**src/aus_pkg.sv**
```systemverilog
// Purpose: Shared constants and carriers for the uncorrectable error status bank
// Assumes: AXI4-Lite register access, 32-bit data, 12-bit byte address
// Notes:   Printed offsets are byte addresses
package aus_pkg;

    // ****************
    // Widths and register map
    // ****************
    localparam int          ADDR_W       = 12;
    localparam int          DATA_W       = 32;
    localparam int          STRB_W       = 4;
    localparam int          PTR_W        = 12;
    localparam logic [11:0] OFS_HEADER   = 12'h100;
    localparam logic [11:0] OFS_STATUS   = 12'h104;

    // ****************
    // Capability header fields
    // ****************
    localparam logic [15:0] CAP_ID       = 16'h0001;
    localparam logic [3:0]  CAP_VER      = 4'h1;
    localparam logic [11:0] NEXT_PTR_RST = 12'h000;
    localparam int          PTR_LO_BIT   = 20;
    localparam int          PTR_LO_TOP   = 23;
    localparam int          PTR_HI_BIT   = 24;
    localparam int          PTR_HI_TOP   = 31;
    localparam int          PTR_LO_LANE  = 2;
    localparam int          PTR_HI_LANE  = 3;
    localparam int          PTR_SPLIT    = 4;

    // ****************
    // Status bit positions
    // ****************
    localparam int          BIT_UNUSED   = 0;
    localparam int          BIT_DLP      = 4;
    localparam int          BIT_SDN      = 5;
    localparam int          BIT_POIS     = 12;
    localparam int          BIT_FCP      = 13;
    localparam int          BIT_CTO      = 14;
    localparam int          BIT_CAB      = 15;
    localparam int          BIT_UCMP     = 16;
    localparam int          BIT_ROVR     = 17;
    localparam int          BIT_MALF     = 18;
    localparam int          BIT_ECRC     = 19;
    localparam int          BIT_UR       = 20;
    localparam int          BIT_ACV      = 21;
    localparam int          BIT_UIE      = 22;
    localparam int          BIT_MCB      = 23;
    // Bits that hold a sticky flag; all others read zero
    localparam logic [31:0] STICKY_MASK  = 32'h00ff3031;
    localparam logic [31:0] STATUS_RST   = 32'h00000000;

    // ****************
    // AXI responses
    // ****************
    localparam logic [1:0]  RESP_OKAY    = 2'h0;
    localparam logic [1:0]  RESP_SLVERR  = 2'h2;

    // Detection pulses from the link and transaction layers
    typedef struct packed {
        logic link_protocol_error;
        logic surprise_down;
        logic poisoned_tlp;
        logic flow_control_error;
        logic unexpected_completion;
        logic receiver_overflow;
        logic malformed_tlp;
        logic ecrc_error;
        logic unsupported_request;
        logic access_control_violation;
        logic internal_error;
        logic multicast_blocked;
    } aus_event_t;

    typedef struct packed {
        logic [ADDR_W-1:0] addr;
        logic [2:0]        prot;
    } aus_addr_t;

    typedef struct packed {
        logic [DATA_W-1:0] data;
        logic [STRB_W-1:0] strb;
    } aus_wdata_t;

    typedef struct packed {
        logic [DATA_W-1:0] data;
        logic [1:0]        resp;
    } aus_rdata_t;

    typedef enum logic [0:0] {
        WR_COLLECT = 1'b0,
        WR_RESPOND = 1'b1
    } aus_wr_state_t;

    typedef enum logic [0:0] {
        RD_IDLE    = 1'b0,
        RD_RESPOND = 1'b1
    } aus_rd_state_t;

endpackage

```
**src/aus_sticky_flag.sv**
```systemverilog
// Purpose: One sticky write-one-to-clear status flag
// Assumes: Set and clear are single-cycle strobes on i_mclk
// Notes:   Only the power-on reset clears it
`timescale 1ns/1ps
module aus_sticky_flag (
    input  wire logic i_mclk,
    input  wire logic i_por_resetn,
    input  wire logic i_set,
    input  wire logic i_clear,
    output logic      o_flag
);

    // ************************************************************
    // Flag storage
    // ************************************************************
    logic next_flag;

    // Set beats a clear in the same cycle, so no event is lost
    always_comb begin
        next_flag = i_set | (o_flag & ~i_clear);
    end

    // Survives every reset except power-on
    always_ff @(posedge i_mclk) begin
        if (!i_por_resetn) begin
            o_flag <= 1'b0;
        end else begin
            o_flag <= next_flag;
        end
    end

endmodule

```
**src/aer_uncorrectable_status.sv**
```systemverilog
// Purpose: Error reporting capability header and uncorrectable status bank
// Assumes: Event pulses come from logic on i_mclk; AXI4-Lite register access
// Notes:   Sticky flags and status output registers use i_por_resetn, all other state uses i_resetn
//
// Function
// - Capability identifier reads constant one
// - Capability version reads constant one
// - Next pointer writable only when unlocked
// - Link protocol error sets bit four
// - Surprise down sets bit five if capable
// - Poisoned packet sets bit twelve
// - Flow control violation sets bit thirteen
// - Completion timeout bit always zero
// - Completer abort never set; violation instead
// - Unexpected completion sets bit sixteen
// - Receive overflow sets bit seventeen
// - Malformed packet sets bit eighteen
// - ECRC failure sets bit nineteen
// - Unsupported request sets bit twenty
// - Access control violation sets bit twenty-one
// - Internal error sets bit twenty-two
// - Blocked multicast packet sets bit twenty-three
// - Bit zero sticky, clearable, never set
// - Masking never stops status bits setting
//
// Design decision made here: register access over AXI4-Lite.
`timescale 1ns/1ps
module aer_uncorrectable_status #(
    parameter logic [11:0] P_NEXT_PTR_RESET = aus_pkg::NEXT_PTR_RST
) (
    input  wire logic                  i_mclk,
    input  wire logic                  i_resetn,
    input  wire logic                  i_por_resetn,
    input  aus_pkg::aus_event_t        i_event,
    input  wire logic                  i_surprise_down_report_capable,
    input  wire logic                  i_next_pointer_unlock,
    input  wire logic                  i_awvalid,
    input  aus_pkg::aus_addr_t         i_aw,
    output logic                       o_awready,
    input  wire logic                  i_wvalid,
    input  aus_pkg::aus_wdata_t        i_w,
    output logic                       o_wready,
    output logic                       o_bvalid,
    output logic [1:0]                 o_bresp,
    input  wire logic                  i_bready,
    input  wire logic                  i_arvalid,
    input  aus_pkg::aus_addr_t         i_ar,
    output logic                       o_arready,
    output logic                       o_rvalid,
    output aus_pkg::aus_rdata_t        o_r,
    input  wire logic                  i_rready,
    output logic [31:0]                o_uncorrectable_error_status,
    output logic                       o_uncorrectable_pending
);

    // ****************
    // Declarations
    // ****************
    aus_pkg::aus_wr_state_t            wr_state;
    aus_pkg::aus_rd_state_t            rd_state;
    logic                              aw_full;
    logic                              w_full;
    aus_pkg::aus_addr_t                aw_hold;
    aus_pkg::aus_wdata_t               w_hold;
    logic [11:0]                       next_capability_pointer;
    logic [31:0]                       status_flags;
    logic [31:0]                       set_vec;
    logic [31:0]                       clr_vec;
    logic [31:0]                       header_word;
    logic                              write_commit;
    logic                              wr_header;
    logic                              wr_status;
    logic                              wr_mapped;
    logic                              ar_take;
    logic                              rd_header;
    logic                              rd_status;
    aus_pkg::aus_rdata_t               next_r;

    // ****************
    // Capability header
    // ****************

    always_comb begin
        header_word = {next_capability_pointer, aus_pkg::CAP_VER, aus_pkg::CAP_ID};
    end

    // locked pointer write
    // Lock held by the port; a write while locked still completes OKAY
    always_ff @(posedge i_mclk) begin
        if (!i_resetn) begin
            next_capability_pointer <= P_NEXT_PTR_RESET;
        end else if (write_commit && wr_header && i_next_pointer_unlock) begin
            if (w_hold.strb[aus_pkg::PTR_LO_LANE]) begin
                next_capability_pointer[aus_pkg::PTR_SPLIT-1:0] <=
                    w_hold.data[aus_pkg::PTR_LO_TOP:aus_pkg::PTR_LO_BIT];
            end
            if (w_hold.strb[aus_pkg::PTR_HI_LANE]) begin
                next_capability_pointer[aus_pkg::PTR_W-1:aus_pkg::PTR_SPLIT] <=
                    w_hold.data[aus_pkg::PTR_HI_TOP:aus_pkg::PTR_HI_BIT];
            end
        end
    end

    // ****************
    // Event to status bit mapping
    // ****************

    // Set vector built from detection pulses
    always_comb begin
        set_vec = '0;
        set_vec[aus_pkg::BIT_UNUSED] = 1'b0;
        set_vec[aus_pkg::BIT_DLP]    = i_event.link_protocol_error;
        set_vec[aus_pkg::BIT_SDN]    = i_event.surprise_down
                                     & i_surprise_down_report_capable;
        set_vec[aus_pkg::BIT_POIS]   = i_event.poisoned_tlp;
        set_vec[aus_pkg::BIT_FCP]    = i_event.flow_control_error;
        // no requests issued, bit never set
        set_vec[aus_pkg::BIT_CTO]    = 1'b0;
        set_vec[aus_pkg::BIT_CAB]    = 1'b0;
        set_vec[aus_pkg::BIT_UCMP]   = i_event.unexpected_completion;
        set_vec[aus_pkg::BIT_ROVR]   = i_event.receiver_overflow;
        set_vec[aus_pkg::BIT_MALF]   = i_event.malformed_tlp;
        set_vec[aus_pkg::BIT_ECRC]   = i_event.ecrc_error;
        set_vec[aus_pkg::BIT_UR]     = i_event.unsupported_request;
        // access control violation, also for abort cases
        set_vec[aus_pkg::BIT_ACV]    = i_event.access_control_violation;
        set_vec[aus_pkg::BIT_UIE]    = i_event.internal_error;
        set_vec[aus_pkg::BIT_MCB]    = i_event.multicast_blocked;
    end

    // ****************
    // Sticky status flags
    // ****************

    // One flag per implemented bit; the rest tie low
    // no mask term anywhere in the set path
    // reserved bits zero, sticky on power-on reset
    for (genvar gi = 0; gi < aus_pkg::DATA_W; gi++) begin : g_flag
        if (aus_pkg::STICKY_MASK[gi]) begin : g_impl
            assign clr_vec[gi] = write_commit & wr_status
                               & w_hold.data[gi] & w_hold.strb[gi/8];
            aus_sticky_flag u_flag (
                .i_mclk       (i_mclk),
                .i_por_resetn (i_por_resetn),
                .i_set        (set_vec[gi]),
                .i_clear      (clr_vec[gi]),
                .o_flag       (status_flags[gi])
            );
        end else begin : g_rsvd
            assign clr_vec[gi]      = 1'b0;
            assign status_flags[gi] = 1'b0;
        end
    end

    // Registered copies for the reporting logic
    // Lag the flags by one cycle to keep outputs flop-driven
    always_ff @(posedge i_mclk) begin
        if (!i_por_resetn) begin
            o_uncorrectable_error_status <= aus_pkg::STATUS_RST;
            o_uncorrectable_pending      <= 1'b0;
        end else begin
            o_uncorrectable_error_status <= status_flags;
            o_uncorrectable_pending      <= |status_flags;
        end
    end

    // ****************
    // Write address decode
    // ****************

    // Word decode; low address bits ignored
    always_comb begin
        wr_header = (aw_hold.addr[aus_pkg::ADDR_W-1:2] ==
                     aus_pkg::OFS_HEADER[aus_pkg::ADDR_W-1:2]);
        wr_status = (aw_hold.addr[aus_pkg::ADDR_W-1:2] ==
                     aus_pkg::OFS_STATUS[aus_pkg::ADDR_W-1:2]);
        wr_mapped = wr_header | wr_status;
    end

    // Commit once both halves are held
    assign write_commit = aw_full & w_full & (wr_state == aus_pkg::WR_COLLECT);

    // ****************
    // Write channels
    // ****************

    // Address and data accepted in either order
    always_ff @(posedge i_mclk) begin
        if (!i_resetn) begin
            aw_full   <= 1'b0;
            o_awready <= 1'b0;
            aw_hold   <= '0;
        end else if (o_bvalid && i_bready) begin
            aw_full   <= 1'b0;
            o_awready <= 1'b1;
        end else if (!aw_full && o_awready && i_awvalid) begin
            aw_full   <= 1'b1;
            o_awready <= 1'b0;
            aw_hold   <= i_aw;
        end else if (!aw_full) begin
            o_awready <= 1'b1;
        end
    end

    // Data half of the write
    always_ff @(posedge i_mclk) begin
        if (!i_resetn) begin
            w_full   <= 1'b0;
            o_wready <= 1'b0;
            w_hold   <= '0;
        end else if (o_bvalid && i_bready) begin
            w_full   <= 1'b0;
            o_wready <= 1'b1;
        end else if (!w_full && o_wready && i_wvalid) begin
            w_full   <= 1'b1;
            o_wready <= 1'b0;
            w_hold   <= i_w;
        end else if (!w_full) begin
            o_wready <= 1'b1;
        end
    end

    // Write response; one write in flight at a time
    always_ff @(posedge i_mclk) begin
        if (!i_resetn) begin
            wr_state <= aus_pkg::WR_COLLECT;
            o_bvalid <= 1'b0;
            o_bresp  <= aus_pkg::RESP_OKAY;
        end else begin
            unique case (wr_state)
                aus_pkg::WR_COLLECT: begin
                    if (write_commit) begin
                        wr_state <= aus_pkg::WR_RESPOND;
                        o_bvalid <= 1'b1;
                        o_bresp  <= wr_mapped ? aus_pkg::RESP_OKAY
                                              : aus_pkg::RESP_SLVERR;
                    end
                end
                aus_pkg::WR_RESPOND: begin
                    if (i_bready) begin
                        wr_state <= aus_pkg::WR_COLLECT;
                        o_bvalid <= 1'b0;
                    end
                end
            endcase
        end
    end

    // ****************
    // Read channel
    // ****************

    // Read address decode straight off the bus
    always_comb begin
        ar_take   = o_arready & i_arvalid;
        rd_header = (i_ar.addr[aus_pkg::ADDR_W-1:2] ==
                     aus_pkg::OFS_HEADER[aus_pkg::ADDR_W-1:2]);
        rd_status = (i_ar.addr[aus_pkg::ADDR_W-1:2] ==
                     aus_pkg::OFS_STATUS[aus_pkg::ADDR_W-1:2]);
        next_r    = '0;
        if (rd_header) begin
            next_r.data = header_word;
            next_r.resp = aus_pkg::RESP_OKAY;
        end else if (rd_status) begin
            next_r.data = status_flags;
            next_r.resp = aus_pkg::RESP_OKAY;
        end else begin
            next_r.resp = aus_pkg::RESP_SLVERR;
        end
    end

    // Read data captured at the address handshake
    // Reads have no side effects, so a stalled rready is harmless
    always_ff @(posedge i_mclk) begin
        if (!i_resetn) begin
            rd_state  <= aus_pkg::RD_IDLE;
            o_arready <= 1'b0;
            o_rvalid  <= 1'b0;
            o_r       <= '0;
        end else begin
            unique case (rd_state)
                aus_pkg::RD_IDLE: begin
                    if (ar_take) begin
                        rd_state  <= aus_pkg::RD_RESPOND;
                        o_arready <= 1'b0;
                        o_rvalid  <= 1'b1;
                        o_r       <= next_r;
                    end else begin
                        o_arready <= 1'b1;
                    end
                end
                aus_pkg::RD_RESPOND: begin
                    if (i_rready) begin
                        rd_state  <= aus_pkg::RD_IDLE;
                        o_arready <= 1'b1;
                        o_rvalid  <= 1'b0;
                    end
                end
            endcase
        end
    end

endmodule

```
**config.mk**
```make
export PLATFORM = sky130hd
export DESIGN_NAME = aer_uncorrectable_status
export DESIGN_NICKNAME = d
export VERILOG_FILES = /design/src/aus_pkg.sv /design/src/aus_sticky_flag.sv /design/src/aer_uncorrectable_status.sv
export SDC_FILE = /design/constraint.sdc
export NUM_CORES = 1
export LEC_CHECK = 0
export BUFFER_PORTS_ARGS = -buffer_cell sky130_fd_sc_hd__buf_2
export CORE_MARGIN = 2
export CORE_UTILIZATION = 40
export CTS_CLUSTER_DIAMETER = 50
export CTS_CLUSTER_SIZE = 25
export DETAILED_ROUTE_END_ITERATION = 10
export MAX_ROUTING_LAYER = met4
export PLACE_DENSITY_LB_ADDON = 0.1
export SLEW_MARGIN = 20
export SYNTH_ARGS = -nofsm -noshare
export SYNTH_HDL_FRONTEND = slang
export SYNTH_SLANG_ARGS = --single-unit
```
**constraint.sdc**
```tcl
create_clock -name i_mclk -period 1.7 [get_ports i_mclk]
set_input_delay 0.085 -clock i_mclk [delete_from_list [all_inputs] [get_ports i_mclk]]
set_output_delay 0.085 -clock i_mclk [all_outputs]
set_load 0.01 [all_outputs]
```
### After elaboration in Yosys (flattened, before gate mapping)

Index checks and enable logic that the tools add are counted.
W data, S select, Z words.

| operators by class | value |
|---|---|
| mux-type cells | 25 |
| eq/ne operators | 10 |
| bitwise operators | 74 |
| reductions and logical operators | 19 |

Operator list:

| operator | count |
|---|---|
| $and A1 B1 Y1 | 44 |
| $eq A10 B7 Y1 const B | 4 |
| $mux W34 | 1 |
| $mux W24 | 1 |
| $not A1 Y1 | 17 |
| $mux W1 | 16 |
| $reduce_and A2 Y1 | 8 |
| $or A1 B1 Y1 | 13 |
| $reduce_or A13 Y1 | 1 |
| $pmux W1 S2 | 5 |
| $ne A2 B2 Y1 const B | 4 |
| $logic_and A1 B1 Y1 | 7 |
| $ne A3 B1 Y1 const B | 2 |
| $mux W2 | 2 |
| $logic_not A1 Y1 | 2 |
| $reduce_or A2 Y1 | 1 |

| word-level totals | value |
|---|---|
| output and inout port bits | 74 |
| word-level logic and storage cells | 161 |
| bits in registers | 151 |
| bits of input ports | 88 |

### Depth between registers and ports, before layout

Gate-level depths: netlist (run 1).

| logic depth | value |
|---|---|
| depth in word-level cells | 8 |
| gate-level depth with buffers | 6 |
| gate-level depth less buffers | 4 |

### Cells and area by module

A second synthesis (run 1) with hierarchy kept.

| second synthesis, totals | value |
|---|---|
| cells, all modules | 444 |
| area total of the unflattened synthesis | 4361.7 sq um |

By module, submodules not included:

| module | cells each | instances | sequential area each (sq um) | area each (sq um) |
|---|---|---|---|---|
| aer_uncorrectable_status | 405 | 1 | 1861.8 | 3824.9 |
| aus_sticky_flag | 3 | 13 | 20.0 | 41.3 |

### Worst setup path after synthesis (run 1)

OpenSTA, ideal clock, no wires.

| path | value |
|---|---|
| kind | register to register |
| start point | reg o_wready |
| end point | reg w_hold[0] (netlist name) |
| setup time | 122 ps |
| setup slack | 221 ps |
| clock period less this slack | 1479 ps |
| data required time | 1578 ps |
| arrival | 1357 ps |
| buffers on the path | 2 |
| stages on the path, launching flop included | 7 |
| cell sequence | dfxtp_1 > nand2_1 > or3b_2 > buf_2 > buf_2 > nand2_1 > a21boi_0 |

| on the way | value |
|---|---|
| cells in the longest elaborated chain, start to end | 3 |

Ends and longest elaborated chain:

| element | line | text |
|---|---|---|
| start, declared | aer_uncorrectable_status.sv:42 | `output logic o_wready,` |
| start signal, assigned | aer_uncorrectable_status.sv:209 | `o_wready <= 1'b0;` |
| start signal, assigned | aer_uncorrectable_status.sv:213 | `o_wready <= 1'b1;` |
| start signal, assigned | aer_uncorrectable_status.sv:216 | `o_wready <= 1'b0;` |
| $logic_and A1 B1 Y1 (2 in series) | aer_uncorrectable_status.sv:214 | `end else if (!w_full && o_wready && i_wvalid) begin` |
| $reduce_and A2 Y1 (no line) | -- |  |
| end signal, assigned | aer_uncorrectable_status.sv:217 | `w_hold <= i_w;` |
| end, declared | aer_uncorrectable_status.sv:64 | `aus_pkg::aus_wdata_t w_hold;` |

Every way passes these cells.
A chain may end at the register's enable or synchronous reset.

### Worst setup path in the final report (run 1)

| path | value |
|---|---|
| start point | reg aw_full |
| end point | reg next_capability_pointer[10] |

| on the way | value |
|---|---|
| cells in the longest elaborated chain, start to end | 5 |

Ends and longest elaborated chain:

| element | line | text |
|---|---|---|
| start, declared | aer_uncorrectable_status.sv:61 | `logic aw_full;` |
| start signal, assigned | aer_uncorrectable_status.sv:190 | `aw_full <= 1'b0;` |
| start signal, assigned | aer_uncorrectable_status.sv:194 | `aw_full <= 1'b0;` |
| start signal, assigned | aer_uncorrectable_status.sv:197 | `aw_full <= 1'b1;` |
| $and A1 B1 Y1 (2 in series) | aer_uncorrectable_status.sv:181 | `assign write_commit = aw_full & w_full & (wr_state == aus_pkg::WR_COLLECT);` |
| $logic_and A1 B1 Y1 (2 in series) | aer_uncorrectable_status.sv:92 | `end else if (write_commit && wr_header && i_next_pointer_unlock) begin` |
| $reduce_and A2 Y1 (no line) | -- |  |
| end signal, assigned by index | aer_uncorrectable_status.sv:94 | `next_capability_pointer[aus_pkg::PTR_SPLIT-1:0] <=` |
| end signal, assigned by index | aer_uncorrectable_status.sv:98 | `next_capability_pointer[aus_pkg::PTR_W-1:aus_pkg::PTR_SPLIT] <=` |
| end, declared | aer_uncorrectable_status.sv:65 | `logic [11:0] next_capability_pointer;` |

Every way passes these cells.

==> impl_metrics.env, run 1 <==
export IMPL_h_tree_depth=3
export IMPL_dieArea_um2=11300
export IMPL_r2r_end="next_capability_pointer[10]"
export IMPL_worstRegToRegCells=4
export IMPL_fmax_ghz=0.678
export IMPL_pwr_share_clk_pct=32.4
export IMPL_final_area_um2=5450
export IMPL_drive_above_1_share_pct=24.7
export IMPL_r2r_start="aw_full"
export IMPL_drt_iter0_markers=117
export IMPL_async_flop_share_pct=0
export IMPL_fin_crit_ns=1.47
export IMPL_grt_met3_usage_pct=3.25
export IMPL_gp_congestion=0.749
export IMPL_power_density_nw_per_um2=861
export IMPL_io_pins=162
export IMPL_area_growth_syn_to_layout_pct=29.7
export IMPL_peakVddDrop_mv=0.360
export IMPL_max_slew_worst_pin_slew_ns=0.627
export IMPL_die_w_um=107
export IMPL_critical_path_class="register to register"
export IMPL_yosysTopAreaCell="dfxtp_1"
export IMPL_ys_ff_latch=106
export IMPL_synth_seq_area_share_pct=50.5
export IMPL_vias=3269
export IMPL_clock_latency_ns=0.37
export IMPL_drt_pass1_iterations=4
export IMPL_postPlaceCellArea_um2=4760
export IMPL_cp_end_kind="register"
export IMPL_grt_setup_unrepaired="false"
export IMPL_ant_nets=0
export IMPL_portBuffers=108
export IMPL_num_rows=37
export IMPL_synth_edf_count=0
export IMPL_relSlewSlack_pct=58.1
export IMPL_root_buffer="clkbuf_8"
export IMPL_dieHeight_um=107
export IMPL_holdWs_ns=0.0146
export IMPL_hold_path_class="primary input to register"
export IMPL_cap_violations=0
export IMPL_synthCells=444
export IMPL_hold_start="i_bready"
export IMPL_ys_types=44
export IMPL_clkTransAtPathRegs_ns=0.11
export IMPL_yosys_warnings=0
export IMPL_finalCritPeriodShare_pct=86.7
export IMPL_grtUsageMet1_pct=21.4
export IMPL_power_switching_mw=1.26
export IMPL_diodes=0
export IMPL_synth_top_area_share_pct=50.5
export IMPL_synth_area_top_cells="dfxtp_1 (50%), nand2_1 (7.8%), mux2i_1 (7.6%)"
export IMPL_vias_per_cell=4.44
export IMPL_cp_max_fo=8
export IMPL_start_util_pct=40.9
export IMPL_max_stage_delay_ns=0.41
export IMPL_syn_area_per_cell_um2=9.47
export IMPL_status="completed"
export IMPL_grt_pass1_wl_um=14700
export IMPL_grt_ovfl_total=0
export IMPL_hold_depth=3
export IMPL_layout_cells_non_filler=736
export IMPL_arrival_ns=1.73
export IMPL_crit_chain="and3b_2, and4_4, nand4b_4, mux2i_1"
export IMPL_cts_made_buffers=9
export IMPL_wl_per_cell_um=12.4
export IMPL_r2r_slack_ns=0.23
export IMPL_dp_hpwl_um=6260
export IMPL_met2_usage_pct=27.1
export IMPL_final_nets=683
export IMPL_grt_max_degree=71
export IMPL_drc=0
export IMPL_hold_violations=0
export IMPL_p_sw_share_pct=26.9
export IMPL_clock_skew_ns=0.00953
export IMPL_cts_setup_buffers=0
export IMPL_cts_buffer_depth=2
export IMPL_p_int_mw=3.43
export IMPL_grt_pass1_vias=3117
export IMPL_min_to="o_bvalid"
export IMPL_power_leakage_nw=2.52
export IMPL_design_core_area_um2=10300
export IMPL_slowest_stage="dfxtp_1"
export IMPL_slew_violations=0
export IMPL_grt_use_total_pct=16.7
export IMPL_setup_viol=0
export IMPL_dp_cells=671
export IMPL_syn_area_um2=4200
export IMPL_top_usage_layer="met2"
export IMPL_finalSetupTns_ns=0
export IMPL_cts_sinks=106
export IMPL_seq_power_share_pct=56.3
export IMPL_cts_tree="yes"
export IMPL_synth_ff_type="dfxtp_1"
export IMPL_cp_start_kind="register"
export IMPL_wl_um=9100
export IMPL_combPwrFrac_pct=11.3
export IMPL_grt_antenna_before_repair=0
export IMPL_crit_required_ns=1.95
-- power by group through the flow --
stage	clock, mW	sequential (mW)	combinational (mW)
2_1_floorplan	0	2.70	0.316
3_3_place_gp	0	2.70	0.441
3_5_place_dp	0	2.70	0.446
4_1_cts	1.57	2.64	0.533
5_1_grt	1.68	2.66	0.593
6_report	1.52	2.64	0.532
-- metrics by stage --
stage,utilization (%),setup slack [ns],power [mW]
global route,53.1,0.0963,4.93
global placement,46.3,0.0926,3.14
detailed placement,46.3,0.0442,3.15
finish,53.1,0.226,4.69
floorplan,-,0.221,3.01
CTS,53.0,0.0327,4.75
-- Yosys cell counts, types with 2 or more instances --
cell	n
a21boi_1	5
mux2i_1	32
a22o_1	7
a21boi_0	24
buf_6	2
o21a_1	2
nor2_1	14
a31oi_1	11
buf_4	33
o21ai_0	16
and2_1	14
and3_1	3
nor4_1	3
dfxtp_1	106
a21oi_1	4
mux2_2	4
nand2_1	87
buf_2	9
a32o_1	2
nor3_1	3
nor2b_1	11
nand3_1	4
nand2b_1	5
inv_1	13
clkbuf_1	11
-- final cells by class --
type,count,area (um2)
fillers,988,4820
well taps,136,170
repair buffers,165,1120
multi-input cells,300,1800
clock buffers,9,124
inverters,13,48.8
flip-flops and latches,106,2120
clock inverters,7,70.1
-- metal layers --
metal | share of wire [%] | routed length [um] | up-vias
li1 | - | - | 1719
met1 | 47 | 4320 | 1456
met4 | 1.1 | 98 | 0
met2 | 46 | 4220 | 85
met3 | 5.1 | 460 | 9
met5 | 0 | 0 | -
-- state kept, by name, summed over array words and instances, names as in the netlist, 10 cells and up --
register / count
g_flag.g_impl.u_flag.o_flag: 13
w_hold: 25
o_uncorrectable_error_status: 13
aw_hold: 10
next_capability_pointer: 12
o_r: 22
-- cells in the final DEF, fill, tap and decap left out, types with 5 or more instances in the layout --
| master | count |
|---|---|
| clkbuf_8 | 9 |
| o21ai_0 | 16 |
| inv_1 | 13 |
| a31oi_1 | 11 |
| buf_4 | 6 |
| a21boi_0 | 24 |
| mux2i_1 | 32 |
| a22o_1 | 7 |
| nand2_1 | 87 |
| nor2b_1 | 11 |
| nor2_1 | 14 |
| nand2b_1 | 5 |
| dlygate4sd3_1 | 49 |
| buf_2 | 108 |
| dfxtp_1 | 106 |
| conb_1 | 32 |
| and2_1 | 14 |
| a21boi_1 | 5 |
-- how the worst max path moves through the flow --
stage                          start                          end  slack, ns  cells past startpoint
after global routing        rd_state                      o_r[28]        0.1                      3
after CTS                 aw_hold[6]  next_capability_pointer[10]       0.03                      4
after detailed placement  aw_hold[6]   next_capability_pointer[7]       0.04                      4
after global placement    aw_hold[6]   next_capability_pointer[3]       0.09                      4
after floorplan             o_wready                    w_hold[0]       0.22                      6
final                        aw_full  next_capability_pointer[10]       0.23                      4
-- cell families (layout without fill, tap and decap cells) --
group	count (synthesis)	after routing	share of synthesized area (%)
AO/OA/AOI/OAI	75	75	12.5
buffers and inverters	69	194	9.73
other	1	32	0.0892
AND/OR/NAND/NOR	157	157	18.5
flip-flops	106	106	50.5
multiplexers	36	36	8.69
-- worst max-delay path: cells and delay by family (launching register included) --
kind          cells  cell delay [ns]
simple gates      3             0.77
flops             1             0.41
mux               1             0.18
-- repair_timing --
item,CTS,global route
endpoints found under the setup margin,0,23
gates resized for setup,0,3
hold buffers,49,0
hold endpoints to repair,49,0
No activity file was read; power rests on OpenSTA's default activity.
==> inputs of run 2 (changes only) <==
--- a/config.mk
+++ b/config.mk
@@ -6,8 +6,10 @@
 export NUM_CORES = 1
 export LEC_CHECK = 0
 export BUFFER_PORTS_ARGS = -buffer_cell sky130_fd_sc_hd__buf_2
+export CELL_PAD_IN_SITES_DETAIL_PLACEMENT = 0
+export CELL_PAD_IN_SITES_GLOBAL_PLACEMENT = 1
 export CORE_MARGIN = 2
-export CORE_UTILIZATION = 40
+export CORE_UTILIZATION = 36
 export CTS_CLUSTER_DIAMETER = 50
 export CTS_CLUSTER_SIZE = 25
 export DETAILED_ROUTE_END_ITERATION = 10
==> constraint.sdc (replaced) <==
create_clock -name i_mclk -period 1.7 [get_ports i_mclk]
set_input_delay 0.085 -clock i_mclk [delete_from_list [all_inputs] [get_ports i_mclk]]
set_output_delay 0.085 -clock i_mclk [all_outputs]
set_load 0.02 [all_outputs]
==> impl_metrics.env, run 2 (synthesized netlist as in run 1, its figures left out) <==
export IMPL_status="completed"
export IMPL_grt_use_total_pct=15.7
export IMPL_layout_commonest_cell="buf_2"
export IMPL_design_core_area_um2=11400
export IMPL_cts_made_buffers=9
export IMPL_io_pins=162
export IMPL_hold_violations=0
export IMPL_fmax_ghz=0.632
export IMPL_drive_above_1_share_pct=24.7
export IMPL_cts_buffer_depth=2
export IMPL_critical_path_class="register to register"
export IMPL_fin_crit_ns=1.58
export IMPL_relSlewSlack_pct=59.6
export IMPL_largest_reg_flops=25
export IMPL_final_cell_mix="buf_2 (108), dfxtp_1 (106), nand2_1 (87)"
export IMPL_slowest_stage="or3b_2"
export IMPL_portBuffers=108
export IMPL_regMostFlops="w_hold"
export IMPL_worst_path_most_repeated_cell="nand2_1"
export IMPL_hold_path_class="primary input to register"
export IMPL_peakVddDrop_mv=0.436
export IMPL_cts_tree="yes"
export IMPL_cap_violations=0
export IMPL_finalCritPeriodShare_pct=93.0
export IMPL_grt_ovfl_total=0
export IMPL_wl_um=9510
export IMPL_r2r_slack_ns=0.12
export IMPL_grt_setup_unrepaired="false"
export IMPL_slew_violations=0
export IMPL_gp_congestion=0.730
export IMPL_num_rows=39
export IMPL_wl_per_cell_um=13.0
export IMPL_r2r_start="o_wready"
export IMPL_drt_iter0_markers=94
export IMPL_cp_max_fo=25
export IMPL_dp_cells=676
export IMPL_holdWs_ns=0.00189
export IMPL_clock_latency_ns=0.35
export IMPL_dieHeight_um=112
export IMPL_grt_max_degree=60
export IMPL_max_slew_worst_pin_slew_ns=0.607
export IMPL_setup_worst_path_end="w_hold[35]"
export IMPL_power_density_nw_per_um2=955
export IMPL_n_fill_cell=1151
export IMPL_die_w_um=112
export IMPL_max_stage_delay_ns=0.74
export IMPL_drt_pass1_iterations=4
export IMPL_place_ws_ns=0.0254
export IMPL_ant_nets=0
export IMPL_worstRegToRegCells=4
export IMPL_crit_chain="nand2_1, or3b_2, nand2_1, a21boi_0"
export IMPL_grt_antenna_before_repair=0
export IMPL_setup_ws_ns=0.118
export IMPL_crit_required_ns=1.93
export IMPL_reg_top3="w_hold: 25 flops, o_r: 22 flops"
export IMPL_h_tree_depth=3
export IMPL_r2r_end="w_hold[35]"
export IMPL_critPathLaunch="o_wready"
export IMPL_layout_cells_non_filler=733
export IMPL_power_leakage_nw=2.51
export IMPL_drc=0
export IMPL_setup_viol=0
export IMPL_final_nets=673
export IMPL_dp_hpwl_um=6500
export IMPL_diodes=0
export IMPL_clock_skew_ns=0.00836
export IMPL_finalSetupTns_ns=0
export IMPL_finish_utilization_pct=47.9
export IMPL_area_growth_syn_to_layout_pct=30.1
export IMPL_root_buffer="clkbuf_16"
export IMPL_cts_sinks=106
export IMPL_cp_end_kind="register"
export IMPL_grt_pass1_vias=3126
export IMPL_start_util_pct=36.8
export IMPL_vias=3280
export IMPL_cp_start_kind="register"
export IMPL_vias_per_cell=4.47
export IMPL_arrival_ns=1.81
export IMPL_clkTransAtPathRegs_ns=0.07
export IMPL_grt_pass1_wl_um=15300
export IMPL_dieArea_um2=12600
run 2: per-stage QoR:
step                instance area (um2)  total power [mW]
floorplan                          4320              3.07
global placement                   4750              3.19
detailed placement                 4750              3.20
CTS                                5450              5.28
global route                       5470              5.46
finish                             5470              5.22
run 2: power breakdown:
part           switching [mW]  total [mW]  internal, mW
sequential             0.0652        2.64          2.58
clock                   0.963        2.01          1.05
combinational           0.314       0.571         0.257
total                    1.34        5.22          3.88
run 2: what timing repair did:
item	4_1_cts	5_1_grt
endpoints found under the hold margin	41	0
hold buffers	41	0
gates resized for setup	0	3
setup endpoints to repair	0	10
buffers inserted	0	0
run 2: layout make-up:
type	instances	area (um2)	share of cell area (%)
flip-flops and latches	106	2120	38.8
clock buffers	10	239	4.37
well taps	143	179	3.27
clock inverters	6	50.0	0.915
inverters	13	48.8	0.892
repair buffers	155	1010	18.4
multi-input cells	300	1820	33.3
run 2: per-layer routing:
metal  GRT usage (%)  routed length [um]  vias to the layer above
met2            23.5                4140                       96
met5               -                   0                        -
met3            2.75                 502                       12
met1            21.0                4670                     1468
li1                -                   -                     1704
met4            6.75                 199                        0
run 2: worst max-delay path: cells and delay by family, from the launching register on:
| family | cells | cell delay (ns) |
|---|---|---|
| compound gates | 1 | 0.08 |
| simple gates | 3 | 1.01 |
| flops | 1 | 0.36 |
run 2: worst min path at each step:
stage / cells past startpoint / startpoint / slack, ns / to
final: 3 / i_w[25] / 0.002 / w_hold[25]
after global routing: 3 / i_event[7] / 0.01 / g_flag[16].g_impl.u_flag.o_flag
after CTS: 3 / i_event[7] / 0.002 / g_flag[16].g_impl.u_flag.o_flag
after detailed placement: 3 / i_w[26] / 0.33 / w_hold[26]
after global placement: 3 / i_w[34] / 0.33 / w_hold[34]
after floorplan: 2 / i_w[28] / 0.22 / w_hold[28]
